==> src/rtl/shift_pair_pkg.sv <==
`default_nettype none

// Shared constants for the two-rank register and its bus slave.
package shift_pair_pkg;

   // Register width and bus geometry.
   localparam int          WORD_BITS = 8;
   localparam int          ADDR_BITS = 4;
   localparam int          BUS_BITS  = 32;

   // Byte addresses of the software registers.
   localparam logic [3:0]  CTRL_ADDR = 4'h0;
   localparam logic [3:0]  STEP_ADDR = 4'h4;
   localparam logic [3:0]  STAT_ADDR = 4'h8;

   // Control register fields; disable bits are active low.
   localparam int          OUT_DIS_BIT   = 0;
   localparam int          IN_DIS_BIT    = 1;
   localparam int          UP_DIS_BIT    = 2;
   localparam int          DOWN_DIS_BIT  = 3;
   localparam int          SHIFT_DIS_BIT = 4;
   localparam int          RUN_BIT       = 5;
   localparam int          CTRL_BITS     = 6;
   localparam int          MODE_BITS     = 5;
   localparam logic [5:0]  CTRL_RESET    = 6'h3F;

   // Status register fields.
   localparam int          STAT_A_LSB    = 0;
   localparam int          STAT_B_LSB    = 8;
   localparam int          STAT_SOUT_BIT = 16;
   localparam int          STAT_EMPTY    = 17;
   localparam int          STAT_FULL     = 18;

   // Step queue geometry and synchroniser depth.
   localparam int          STEP_DEPTH    = 8;
   localparam int          SYNC_STAGES   = 2;

   typedef logic [WORD_BITS-1:0] word_t;

endpackage

`default_nettype wire

==> src/rtl/pin_sync.sv <==
`default_nettype none

// Two-stage synchroniser for levels arriving from the pins.
module pin_sync
#(
   parameter int WIDTH = 1
)
(
   // Clock and reset.
   input  wire logic             core_clk,
   input  wire logic             rst_n,
   // Asynchronous level in, synchronised level out.
   input  wire logic [WIDTH-1:0] async_in,
   output logic      [WIDTH-1:0] sync_out
);

   logic [WIDTH-1:0] meta;

   // The first stage feeds only the second, so a metastable value never
   // reaches any decision logic.
   always_ff @(posedge core_clk)
   begin
      if (!rst_n)
      begin
         meta     <= '0;
         sync_out <= '0;
      end
      else
      begin
         meta     <= async_in;
         sync_out <= meta;
      end
   end

endmodule

`default_nettype wire

==> src/rtl/step_fifo.sv <==
`default_nettype none

// Small synchronous FIFO with valid and ready on both sides.
module step_fifo
#(
   parameter int WIDTH = 5,
   parameter int DEPTH = 8
)
(
   // Clock and reset.
   input  wire logic             core_clk,
   input  wire logic             rst_n,
   // Filling side.
   input  wire logic             in_valid,
   output logic                  in_ready,
   input  wire logic [WIDTH-1:0] in_data,
   // Draining side.
   output logic                  out_valid,
   input  wire logic             out_ready,
   output logic      [WIDTH-1:0] out_data,
   // Fill state.
   output logic                  full,
   output logic                  empty
);

   localparam int PTR_BITS = $clog2(DEPTH);

   logic [WIDTH-1:0]    store [DEPTH];
   logic [PTR_BITS-1:0] wr_ptr;
   logic [PTR_BITS-1:0] rd_ptr;
   logic [PTR_BITS:0]   count;
   logic                push;
   logic                pop;

   // Handshakes; full and empty come straight from the occupancy count.
   assign full      = (count == (PTR_BITS+1)'(DEPTH));
   assign empty     = (count == '0);
   assign in_ready  = !full;
   assign out_valid = !empty;
   assign out_data  = store[rd_ptr];
   assign push      = in_valid && in_ready;
   assign pop       = out_valid && out_ready;

   // Storage is written without reset; only the pointers and the count need a known value.
   always_ff @(posedge core_clk)
   begin
      if (push)
         store[wr_ptr] <= in_data;
   end

   // Pointers wrap at the depth, which need not be a power of two.
   always_ff @(posedge core_clk)
   begin
      if (!rst_n)
      begin
         wr_ptr <= '0;
         rd_ptr <= '0;
         count  <= '0;
      end
      else
      begin
         if (push)
            wr_ptr <= (wr_ptr == PTR_BITS'(DEPTH-1)) ? '0 : wr_ptr + 1'b1;
         if (pop)
            rd_ptr <= (rd_ptr == PTR_BITS'(DEPTH-1)) ? '0 : rd_ptr + 1'b1;
         count <= count + (PTR_BITS+1)'(push) - (PTR_BITS+1)'(pop);
      end
   end

endmodule

`default_nettype wire

==> src/rtl/dual_rank_bus_shift_register.sv <==
// The implementer's own choices: the address map and the Avalon-MM interface to the registers.
`default_nettype none

module dual_rank_bus_shift_register
#(
   parameter int STEP_DEPTH = shift_pair_pkg::STEP_DEPTH
)
(
   // Clock and reset.
   input  wire logic                              core_clk,
   input  wire logic                              rst_n,
   // Avalon-MM register slave.
   input  wire logic [shift_pair_pkg::ADDR_BITS-1:0] address,
   input  wire logic                              read,
   input  wire logic                              write,
   input  wire logic [shift_pair_pkg::BUS_BITS-1:0]  writedata,
   output logic      [shift_pair_pkg::BUS_BITS-1:0]  readdata,
   output logic                                   waitrequest,
   // Shared parallel pins, split into in, out and enable.
   input  wire logic [shift_pair_pkg::WORD_BITS-1:0] io_in,
   output logic      [shift_pair_pkg::WORD_BITS-1:0] io_out,
   output logic                                   io_oe_n,
   // Serial chain pins.
   input  wire logic                              serial_in,
   output logic                                   serial_out
);
   import shift_pair_pkg::*;

   word_t                a_reg;
   word_t                b_reg;
   word_t                pins;
   logic                 serial_bit;
   logic [CTRL_BITS-1:0] ctrl;
   logic                 read_done;
   logic                 sel_ctrl;
   logic                 sel_step;
   logic                 sel_stat;
   logic                 step_push;
   logic                 step_ready;
   logic                 step_valid;
   logic [MODE_BITS-1:0] step_mode;
   logic                 q_full;
   logic                 q_empty;
   logic                 step;
   logic                 up_req;
   logic                 down_req;
   logic                 shift_req;
   logic                 in_en;
   logic                 out_dis;
   logic                 load_ok;
   logic                 drive_pins;
   word_t                next_a;
   word_t                next_b;
   logic [BUS_BITS-1:0]  next_readdata;

   // Pins come from another device, so they pass two flops first.
   // The serial pin rides in the same pair, so both see equal latency.
   pin_sync #(.WIDTH(WORD_BITS + 1)) u_sync
   (
      .core_clk (core_clk),
      .rst_n    (rst_n),
      .async_in ({serial_in, io_in}),
      .sync_out ({serial_bit, pins})
   );

   // Address decode; unmapped words read zero and ignore writes.
   assign sel_ctrl  = (address == CTRL_ADDR);
   assign sel_step  = (address == STEP_ADDR);
   assign sel_stat  = (address == STAT_ADDR);
   assign step_push = write && sel_step;

   // A step write stalls while the queue is full, which pushes back on
   // software instead of dropping a clock edge's worth of work.
   assign waitrequest = (read && !read_done) || (step_push && !step_ready);

   // Control register write and read data capture.
   always_ff @(posedge core_clk)
   begin
      if (!rst_n)
      begin
         ctrl      <= CTRL_RESET;
         read_done <= 1'b0;
         readdata  <= '0;
      end
      else
      begin
         if (write && sel_ctrl)
            ctrl <= writedata[CTRL_BITS-1:0];
         read_done <= read && !read_done;
         if (read && !read_done)
            readdata <= next_readdata;
      end
   end

   // Read multiplexer; status shows both ranks and the queue state.
   always_comb
   begin
      next_readdata = '0;
      if (sel_ctrl)
         next_readdata[CTRL_BITS-1:0] = ctrl;
      else if (sel_stat)
      begin
         next_readdata[STAT_A_LSB +: WORD_BITS] = a_reg;
         next_readdata[STAT_B_LSB +: WORD_BITS] = b_reg;
         next_readdata[STAT_SOUT_BIT]           = serial_out;
         next_readdata[STAT_EMPTY]              = q_empty;
         next_readdata[STAT_FULL]               = q_full;
      end
   end

   // Each queued word is one device clock edge with its mode selects.
   // Clearing the run bit stalls the drain, so software can batch edges.
   step_fifo #(.WIDTH(MODE_BITS), .DEPTH(STEP_DEPTH)) u_queue
   (
      .core_clk  (core_clk),
      .rst_n     (rst_n),
      .in_valid  (step_push),
      .in_ready  (step_ready),
      .in_data   (ctrl[MODE_BITS-1:0]),
      .out_valid (step_valid),
      .out_ready (ctrl[RUN_BIT]),
      .out_data  (step_mode),
      .full      (q_full),
      .empty     (q_empty)
   );

   // Mode selects of the step now executing, all asserted low.
   assign step      = step_valid && ctrl[RUN_BIT];
   assign up_req    = !step_mode[UP_DIS_BIT];
   assign down_req  = !step_mode[DOWN_DIS_BIT];
   assign shift_req = !step_mode[SHIFT_DIS_BIT];
   assign in_en     = step_mode[IN_DIS_BIT];
   assign out_dis   = !step_mode[OUT_DIS_BIT];
   assign load_ok   = in_en && out_dis;

   // Pins drive A whenever output is enabled, or whenever input is
   // disabled, since input disable dominates the output control.
   assign drive_pins = ctrl[OUT_DIS_BIT] || !ctrl[IN_DIS_BIT];
   assign io_oe_n    = !drive_pins;
   assign io_out     = a_reg;
   assign serial_out = b_reg[WORD_BITS-1];

   // Next value of A: exchange, then transfer up (merged with the pins
   // when they are inputs), then parallel load, else hold.
   always_comb
   begin
      next_a = a_reg;
      if (step)
      begin
         if (up_req && down_req)
            next_a = b_reg;
         else if (up_req && load_ok)
            next_a = pins | b_reg;
         else if (up_req)
            next_a = b_reg;
         else if (load_ok)
            next_a = pins;
      end
   end

   // Next value of B: exchange or transfer down beat a shift; a floating
   // pin bus has no effect on any of them.
   always_comb
   begin
      next_b = b_reg;
      if (step)
      begin
         if (down_req)
            next_b = a_reg;
         else if (shift_req && !up_req)
            next_b = {b_reg[WORD_BITS-2:0], serial_bit};
      end
   end

   // Both ranks update together on the rising edge only.
   always_ff @(posedge core_clk)
   begin
      if (!rst_n)
      begin
         a_reg <= '0;
         b_reg <= '0;
      end
      else
      begin
         a_reg <= next_a;
         b_reg <= next_b;
      end
   end
endmodule

`default_nettype wire

==> config.mk <==
export PLATFORM = sky130hd
export DESIGN_NAME = dual_rank_bus_shift_register
export DESIGN_NICKNAME = d
export VERILOG_FILES = /design/src/rtl/shift_pair_pkg.sv /design/src/rtl/pin_sync.sv /design/src/rtl/step_fifo.sv /design/src/rtl/dual_rank_bus_shift_register.sv
export SDC_FILE = /design/constraint.sdc
export NUM_CORES = 1
export LEC_CHECK = 0
export BUFFER_PORTS_ARGS = -buffer_cell sky130_fd_sc_hd__buf_2
export CAP_MARGIN = 10
export CORE_ASPECT_RATIO = 0.8
export CORE_MARGIN = 2
export CORE_UTILIZATION = 32
export CTS_CLUSTER_DIAMETER = 120
export DETAILED_ROUTE_END_ITERATION = 12
export GPL_ROUTABILITY_DRIVEN = 0
export PLACE_DENSITY = 0.56
export SYNTH_ARGS = -nofsm -noshare
export SYNTH_HDL_FRONTEND = slang
export SYNTH_SLANG_ARGS = --single-unit
==> constraint.sdc <==
create_clock -name core_clk -period 2.7 [get_ports core_clk]
set_input_delay 0.54 -clock core_clk [delete_from_list [all_inputs] [get_ports core_clk]]
set_output_delay 0.54 -clock core_clk [all_outputs]
set_load 0.02 [all_outputs]
=== Word level (Yosys, flattened, before mapping) ===
Memories as Yosys holds them, arrays and structs flattened. A register that Yosys moved wholly into a read port is not among the register bits.
Index checks and enable logic that the tools add are counted.

* Register bits: 70
* Latch bits: 0
* Bits in writable memories: 40
* Memory bits (read-only): 0
* Input port bits: 49
* Word-level logic and storage cells: 63
* Memories: 1

* Add/subtract/negate cells: 4
* Multipliers: 0
* Divide/modulo/power cells: 0
* Order comparisons: 0
* Equality and inequality tests: 7
* Shift-type cells: 0
* Muxes and demuxes: 15
* Bitwise logic cells: 1
* Reduce and logical (&&, ||, !) cells: 25

{| class="wikitable"
|+ Memories
! name !! depth !! width !! rd ports !! clocked after memory_dff !! write ports !! line !! source
|-
| u_queue.store || 8 || 5 || 1 || 1 || 1 || step_fifo.sv:28 || <nowiki>logic [WIDTH-1:0] store [DEPTH];</nowiki>
|}

{| class="wikitable"
|+ Operators with widths
! operator !! count
|-
| $mux W8 || 6
|-
| $mux W19 || 1
|-
| $mux W13 || 1
|-
| $mux W3 || 4
|-
| $logic_and A1 B1 Y1 || 10
|-
| $logic_not A1 Y1 || 9
|-
| $eq A4 B4 Y1 const B || 2
|-
| $logic_not A4 Y1 || 2
|-
| $or A8 B8 Y8 || 1
|-
| $add A3 B1 Y3 const B || 2
|-
| $eq A3 B3 Y1 const B || 2
|-
| $mux W6 || 1
|-
| $add A4 B1 Y4 || 1
|-
| $eq A4 B3 Y1 const B || 1
|-
| $ne A4 B1 Y1 const B || 1
|-
| $reduce_and A2 Y1 || 2
|-
| $sub A4 B1 Y4 || 1
|-
| $logic_or A1 B1 Y1 || 2
|-
| $mux W1 || 2
|-
| $ne A2 B1 Y1 const B || 1
|}

=== Depth between registers and ports, before layout ===
* Depth in word-level cells: 6
* Depth in mapped cells: 13
* Mapped depth without buffers: 12

=== Cells and area by module ===
Synthesis repeated with hierarchy kept, for this count alone.

* Cell total of the unflattened synthesis: 411
* Area, all modules: 4883.4 sq um

{| class="wikitable"
|+ Modules (own cells, without submodules)
! module !! instances !! cells each !! area an instance (sq um) !! sequential area each (sq um)
|-
| step_fifo || 1 || 138 || 2252.2 || 1461.4
|-
| dual_rank_bus_shift_register || 1 || 236 || 2129.5 || 820.8
|-
| pin_sync || 1 || 37 || 501.7 || 360.3
|}

=== Least setup slack after synthesis ===
OpenSTA, ideal clock, no wires.

* Kind: register -> register
* From: register u_queue.count[2]
* To: register u_queue.count[2]
* Setup time: 0.128 ns
* Arrival time: 2.592 ns
* Data required time: 2.572 ns
* Setup slack: -0.020 ns
* Cell stages (with the launch flop): 14
* Cells stage by stage: dfxtp_1 inv_1 ha_1 or3b_2 nand2_2 clkinv_1 buf_6 ha_1 inv_1 ha_1 inv_1 fa_1 xor2_1 nor2_1

* Elaborated cells on any way between the ends: 8
* Classes of those cells: add/sub (2); eq/ne (1); reduce/logical (5)

{| class="wikitable"
|+ RTL lines
! item !! line !! source
|-
| from (decl) || step_fifo.sv:31 || <nowiki>logic [PTR_BITS:0] count;</nowiki>
|-
| from (signal assigned) || step_fifo.sv:66 || <nowiki>count <= count + (PTR_BITS+1)'(push) - (PTR_BITS+1)'(pop);</nowiki>
|-
| $logic_not A4 Y1 || step_fifo.sv:37 || <nowiki>assign empty = (count == '0);</nowiki>
|-
| $logic_not A1 Y1 || step_fifo.sv:39 || <nowiki>assign out_valid = !empty;</nowiki>
|-
| $logic_and A1 B1 Y1 || n/a ||
|-
| via step || dual_rank_bus_shift_register.sv:44 || <nowiki>logic step;</nowiki>
|-
| $sub A4 B1 Y4 || step_fifo.sv:66 ||
|}

The timed path passes the listed nets, and every way through them passes these cells.
A chain may end at the register's enable or synchronous reset.

=== Final worst setup path ===
* From: register u_queue.count[2]
* To: register u_queue.count[2]

* Cells in the longest elaborated chain, start to end: 5
* Elaborated cells on any way between the ends: 8
* Classes of those cells: add/sub (2); eq/ne (1); reduce/logical (5)

{| class="wikitable"
|+ RTL lines
! item !! line !! source
|-
| $eq A4 B4 Y1 || step_fifo.sv:36 || <nowiki>assign full = (count == (PTR_BITS+1)'(DEPTH));</nowiki>
|-
| $logic_not A1 Y1 || step_fifo.sv:38 || <nowiki>assign in_ready = !full;</nowiki>
|-
| $logic_and A1 B1 Y1 || step_fifo.sv:41 || <nowiki>assign push = in_valid && in_ready;</nowiki>
|-
| $add A4 B1 Y4 || step_fifo.sv:66 ||
|-
| $sub A4 B1 Y4 * || step_fifo.sv:66 ||
|}

Mark *: on every way between the ends. The rest lies on a longest branch, timed or not.

==> reports/metrics.yaml <==
result_of_the_run: "complete, no violations"
sum_neg_setup_slack_ns: 0
layout-area-overhead-vs-synth_pct: 15.9
synth_area_mm2: 0.00466
final.setup_skew_ns: 0.00628
dr.first_iter.drc_count: 197
cts_buffers: 9
critical_path_class: "reg2reg"
critPathArrivalTime_ns: 2.71
hold_path.startpoint: "io_in[0]"
gr-usage-all-layers_pct: 13.3
post-route-drc-count: 0
post-place-ws_ns: 0.238
cell_with_the_most_instances_after_synthesis: "dfxtp_1"
initial_utilization_pct: 32.7
clock_tree.htree_level_count: 3
drt-pass1-iter-count: 4
clkTransAtPathRegs_ns: 0.07
synthDominantCellAreaShare_pct: 30.9
post_synth_main_area_contributors: "dfxtp_1 31%, edfxtp_1 26%, mux2i_1 6.7%, a311oi_1 3.0%, mux4_1 2.8%"
cts_root_buffer: "clkbuf_16"
worstSkewPairLatency_ns: 0.34
top_regs: "u_queue.store x40, readdata x18"
timing.fmax_ghz: 0.404
synth-seq-area-share_pct: 56.7
pnr_total_power_w: 0.00495
netlist.top_cell.by_area: "dfxtp_1"
timing_max_transition_violations_final: 0
holdBufCountCts: 0
report.final.setup_viol: 0
remaining_antenna_violation_count: 0
postRouteWirelength_mm: 9.90
routed_via_density: 4.86
setup.worst_path.end_class: "flop"
timing.critical_path.from: "u_queue.count[2]"
dp_hpwl_mm: 7.27
total_clock_sinks: 112
min_period_ns: 2.47
post_route_cells_drive_above_1_share_pct: 21.2
ctsLongestPathBuffers: 2
fp-row-count: 39
yosys_warnings: 0
cts.repair_timing.setup_buffer_count: 0
die_area_mm2: 0.0156
rsz0062_at_grt: "no"
post_synth_edffs: 40
distinct_cell_type_count_after_synthesis: 44
cap_violations: 0
antenna-diode-count: 0
synthArstFlopShare_pct: 0
syn_area_per_cell_um2: 12.0
worst-endpoint-required_ns: 2.94
synth_top_flop_cell: "dfxtp_1"
fp.dieH_um: 112
grt-ovfl-total: 0
worstSetupStartpointType: "flop"
core_mm2: 0.0142
synthesis.instances: 389
cellPowerDensity_mw_per_mm2: 917
period_share_pct: 91.6
tritoncts_clock_tree: "done"
largest_register_ffs: 40
max_flop_register: "u_queue.store"
fin_util_pct: 37.9
ios: 92
hold_viol_final: 0
postSynthRegisterBits: 112
slew_headroom_pct: 66.3
grt_pass1_wl_mm: 16.0
grt_antenna_before_repair: 0
drt-wirelength-per-cell_um: 15.5
yosys-top-cells-count: "72 x dfxtp_1, 40 x edfxtp_1, 31 x mux2i_1, 28 x nor2_1, 21 x a21oi_1"
ctsResizeCount: 0
vias_in_the_first_global_route: 3008
fp.dieW_um: 139
rr_startpoint: "u_queue.count[2]"
maximum_vdd_drop_mv: 0.388
static-leakage-power_nw: 2.15
min_path_type: "in2reg"
critical_path.max_fanout: 3
route.vias.total: 3097
fin_ws_ns: 0.226
io_buffers: 52
pin_count_of_the_biggest_net_entering_global_routing: 34
tightest_slew_ns: 0.503
finalNetCount: 508
report_power, final:
part	internal [W]	switching, W	leakage [nW]
Clock	0.000818	0.000576	0.147
Combinational	0.000639	0.000843	1.07
Sequential	0.00190	0.000178	0.935
cells in the final DEF (no fill, tap or decap), drive strengths merged, types with 2 or more instances in the layout:
cell type / Yosys / routed
buf: 19 / 69
and2: 19 / 19
a311oi: 16 / 16
edfxtp: 40 / 40
nor2: 29 / 29
nand3b: 5 / 5
mux4: 8 / 8
or3b: 2 / 2
or3: 2 / 2
a21oi: 21 / 21
inv: 11 / 12
ha: 10 / 10
conb: 1 / 13
bufinv: 0 / 2
dfxtp: 72 / 72
a22oi: 10 / 10
nand3: 9 / 9
nand2: 21 / 21
o21ai: 2 / 2
nand2b: 9 / 9
a21o: 2 / 2
a32oi: 2 / 2
nor3: 20 / 20
mux2i: 32 / 32
clkinv: 2 / 2
clkbuf: 14 / 12
stage by stage:
stage / area (um^2) / instances / hold WS [ns]
after global placement: 5090 / 621 / 0.419
after detailed placement: 5090 / 621 / 0.421
after global routing: 5400 / 637 / 0.392
after CTS: 5400 / 637 / 0.384
after floorplan: 4710 / 401 / 0.412
final: 5400 / 637 / 0.395
area by class of cell:
| cell class | count | area (um^2) |
|---|---|---|
| fillers | 1390 | 8850 |
| flip-flops and latches | 112 | 2640 |
| multi-input cells | 243 | 1780 |
| repair buffers | 69 | 388 |
| clock buffers | 12 | 236 |
| well taps | 184 | 230 |
| clock inverters | 4 | 76.3 |
| inverters | 13 | 50.0 |
path summary, 6_finish.rpt:
path	cells after the start	end	slack, ns
worst max register to register	12	u_queue.count[2]	0.23
worst max-delay path	12	u_queue.count[2]	0.23
worst min-delay path	2	u_sync.meta[0]	0.40
worst min register to register	1	u_sync.sync_out[6]	0.43
worst max-delay path: stages (launching register included):
cell	delay [ns]
dfxtp_1	0.30
inv_1	0.09
ha_1	0.19
or3b_2	0.50
nand2_2	0.11
clkinv_2	0.06
ha_1	0.28
inv_1	0.05
ha_1	0.15
inv_1	0.05
fa_1	0.37
xor2_1	0.14
nor2_1	0.05
per-layer routing:
| metal | part of all wire (%) | track usage, % | vias to the layer above | wire length, um |
|---|---|---|---|---|
| li1 | - | - | 1503 | - |
| met1 | 49 | 18.5 | 1508 | 4830 |
| met2 | 45 | 20.5 | 77 | 4430 |
| met3 | 5.2 | 3.05 | 9 | 510 |
| met4 | 1.3 | 4.44 | 0 | 125 |
| met5 | 0 | 0 | - | 0 |
kinds of logic (layout without fill, tap and decap cells):
kind of cell    after synthesis  in the layout  synth area share [%]
buf+inv                      46             98                  6.15
simple gates                120            120                  13.0
flops                       112            112                  56.7
fa+ha+maj                    11             11                  3.11
compound gates               56             56                  8.94
mux                          41             41                  11.7
other cells                   1             13                0.0805
xor+xnor                      2              2                 0.376
Note: power is estimated with default switching activity, not from simulation.
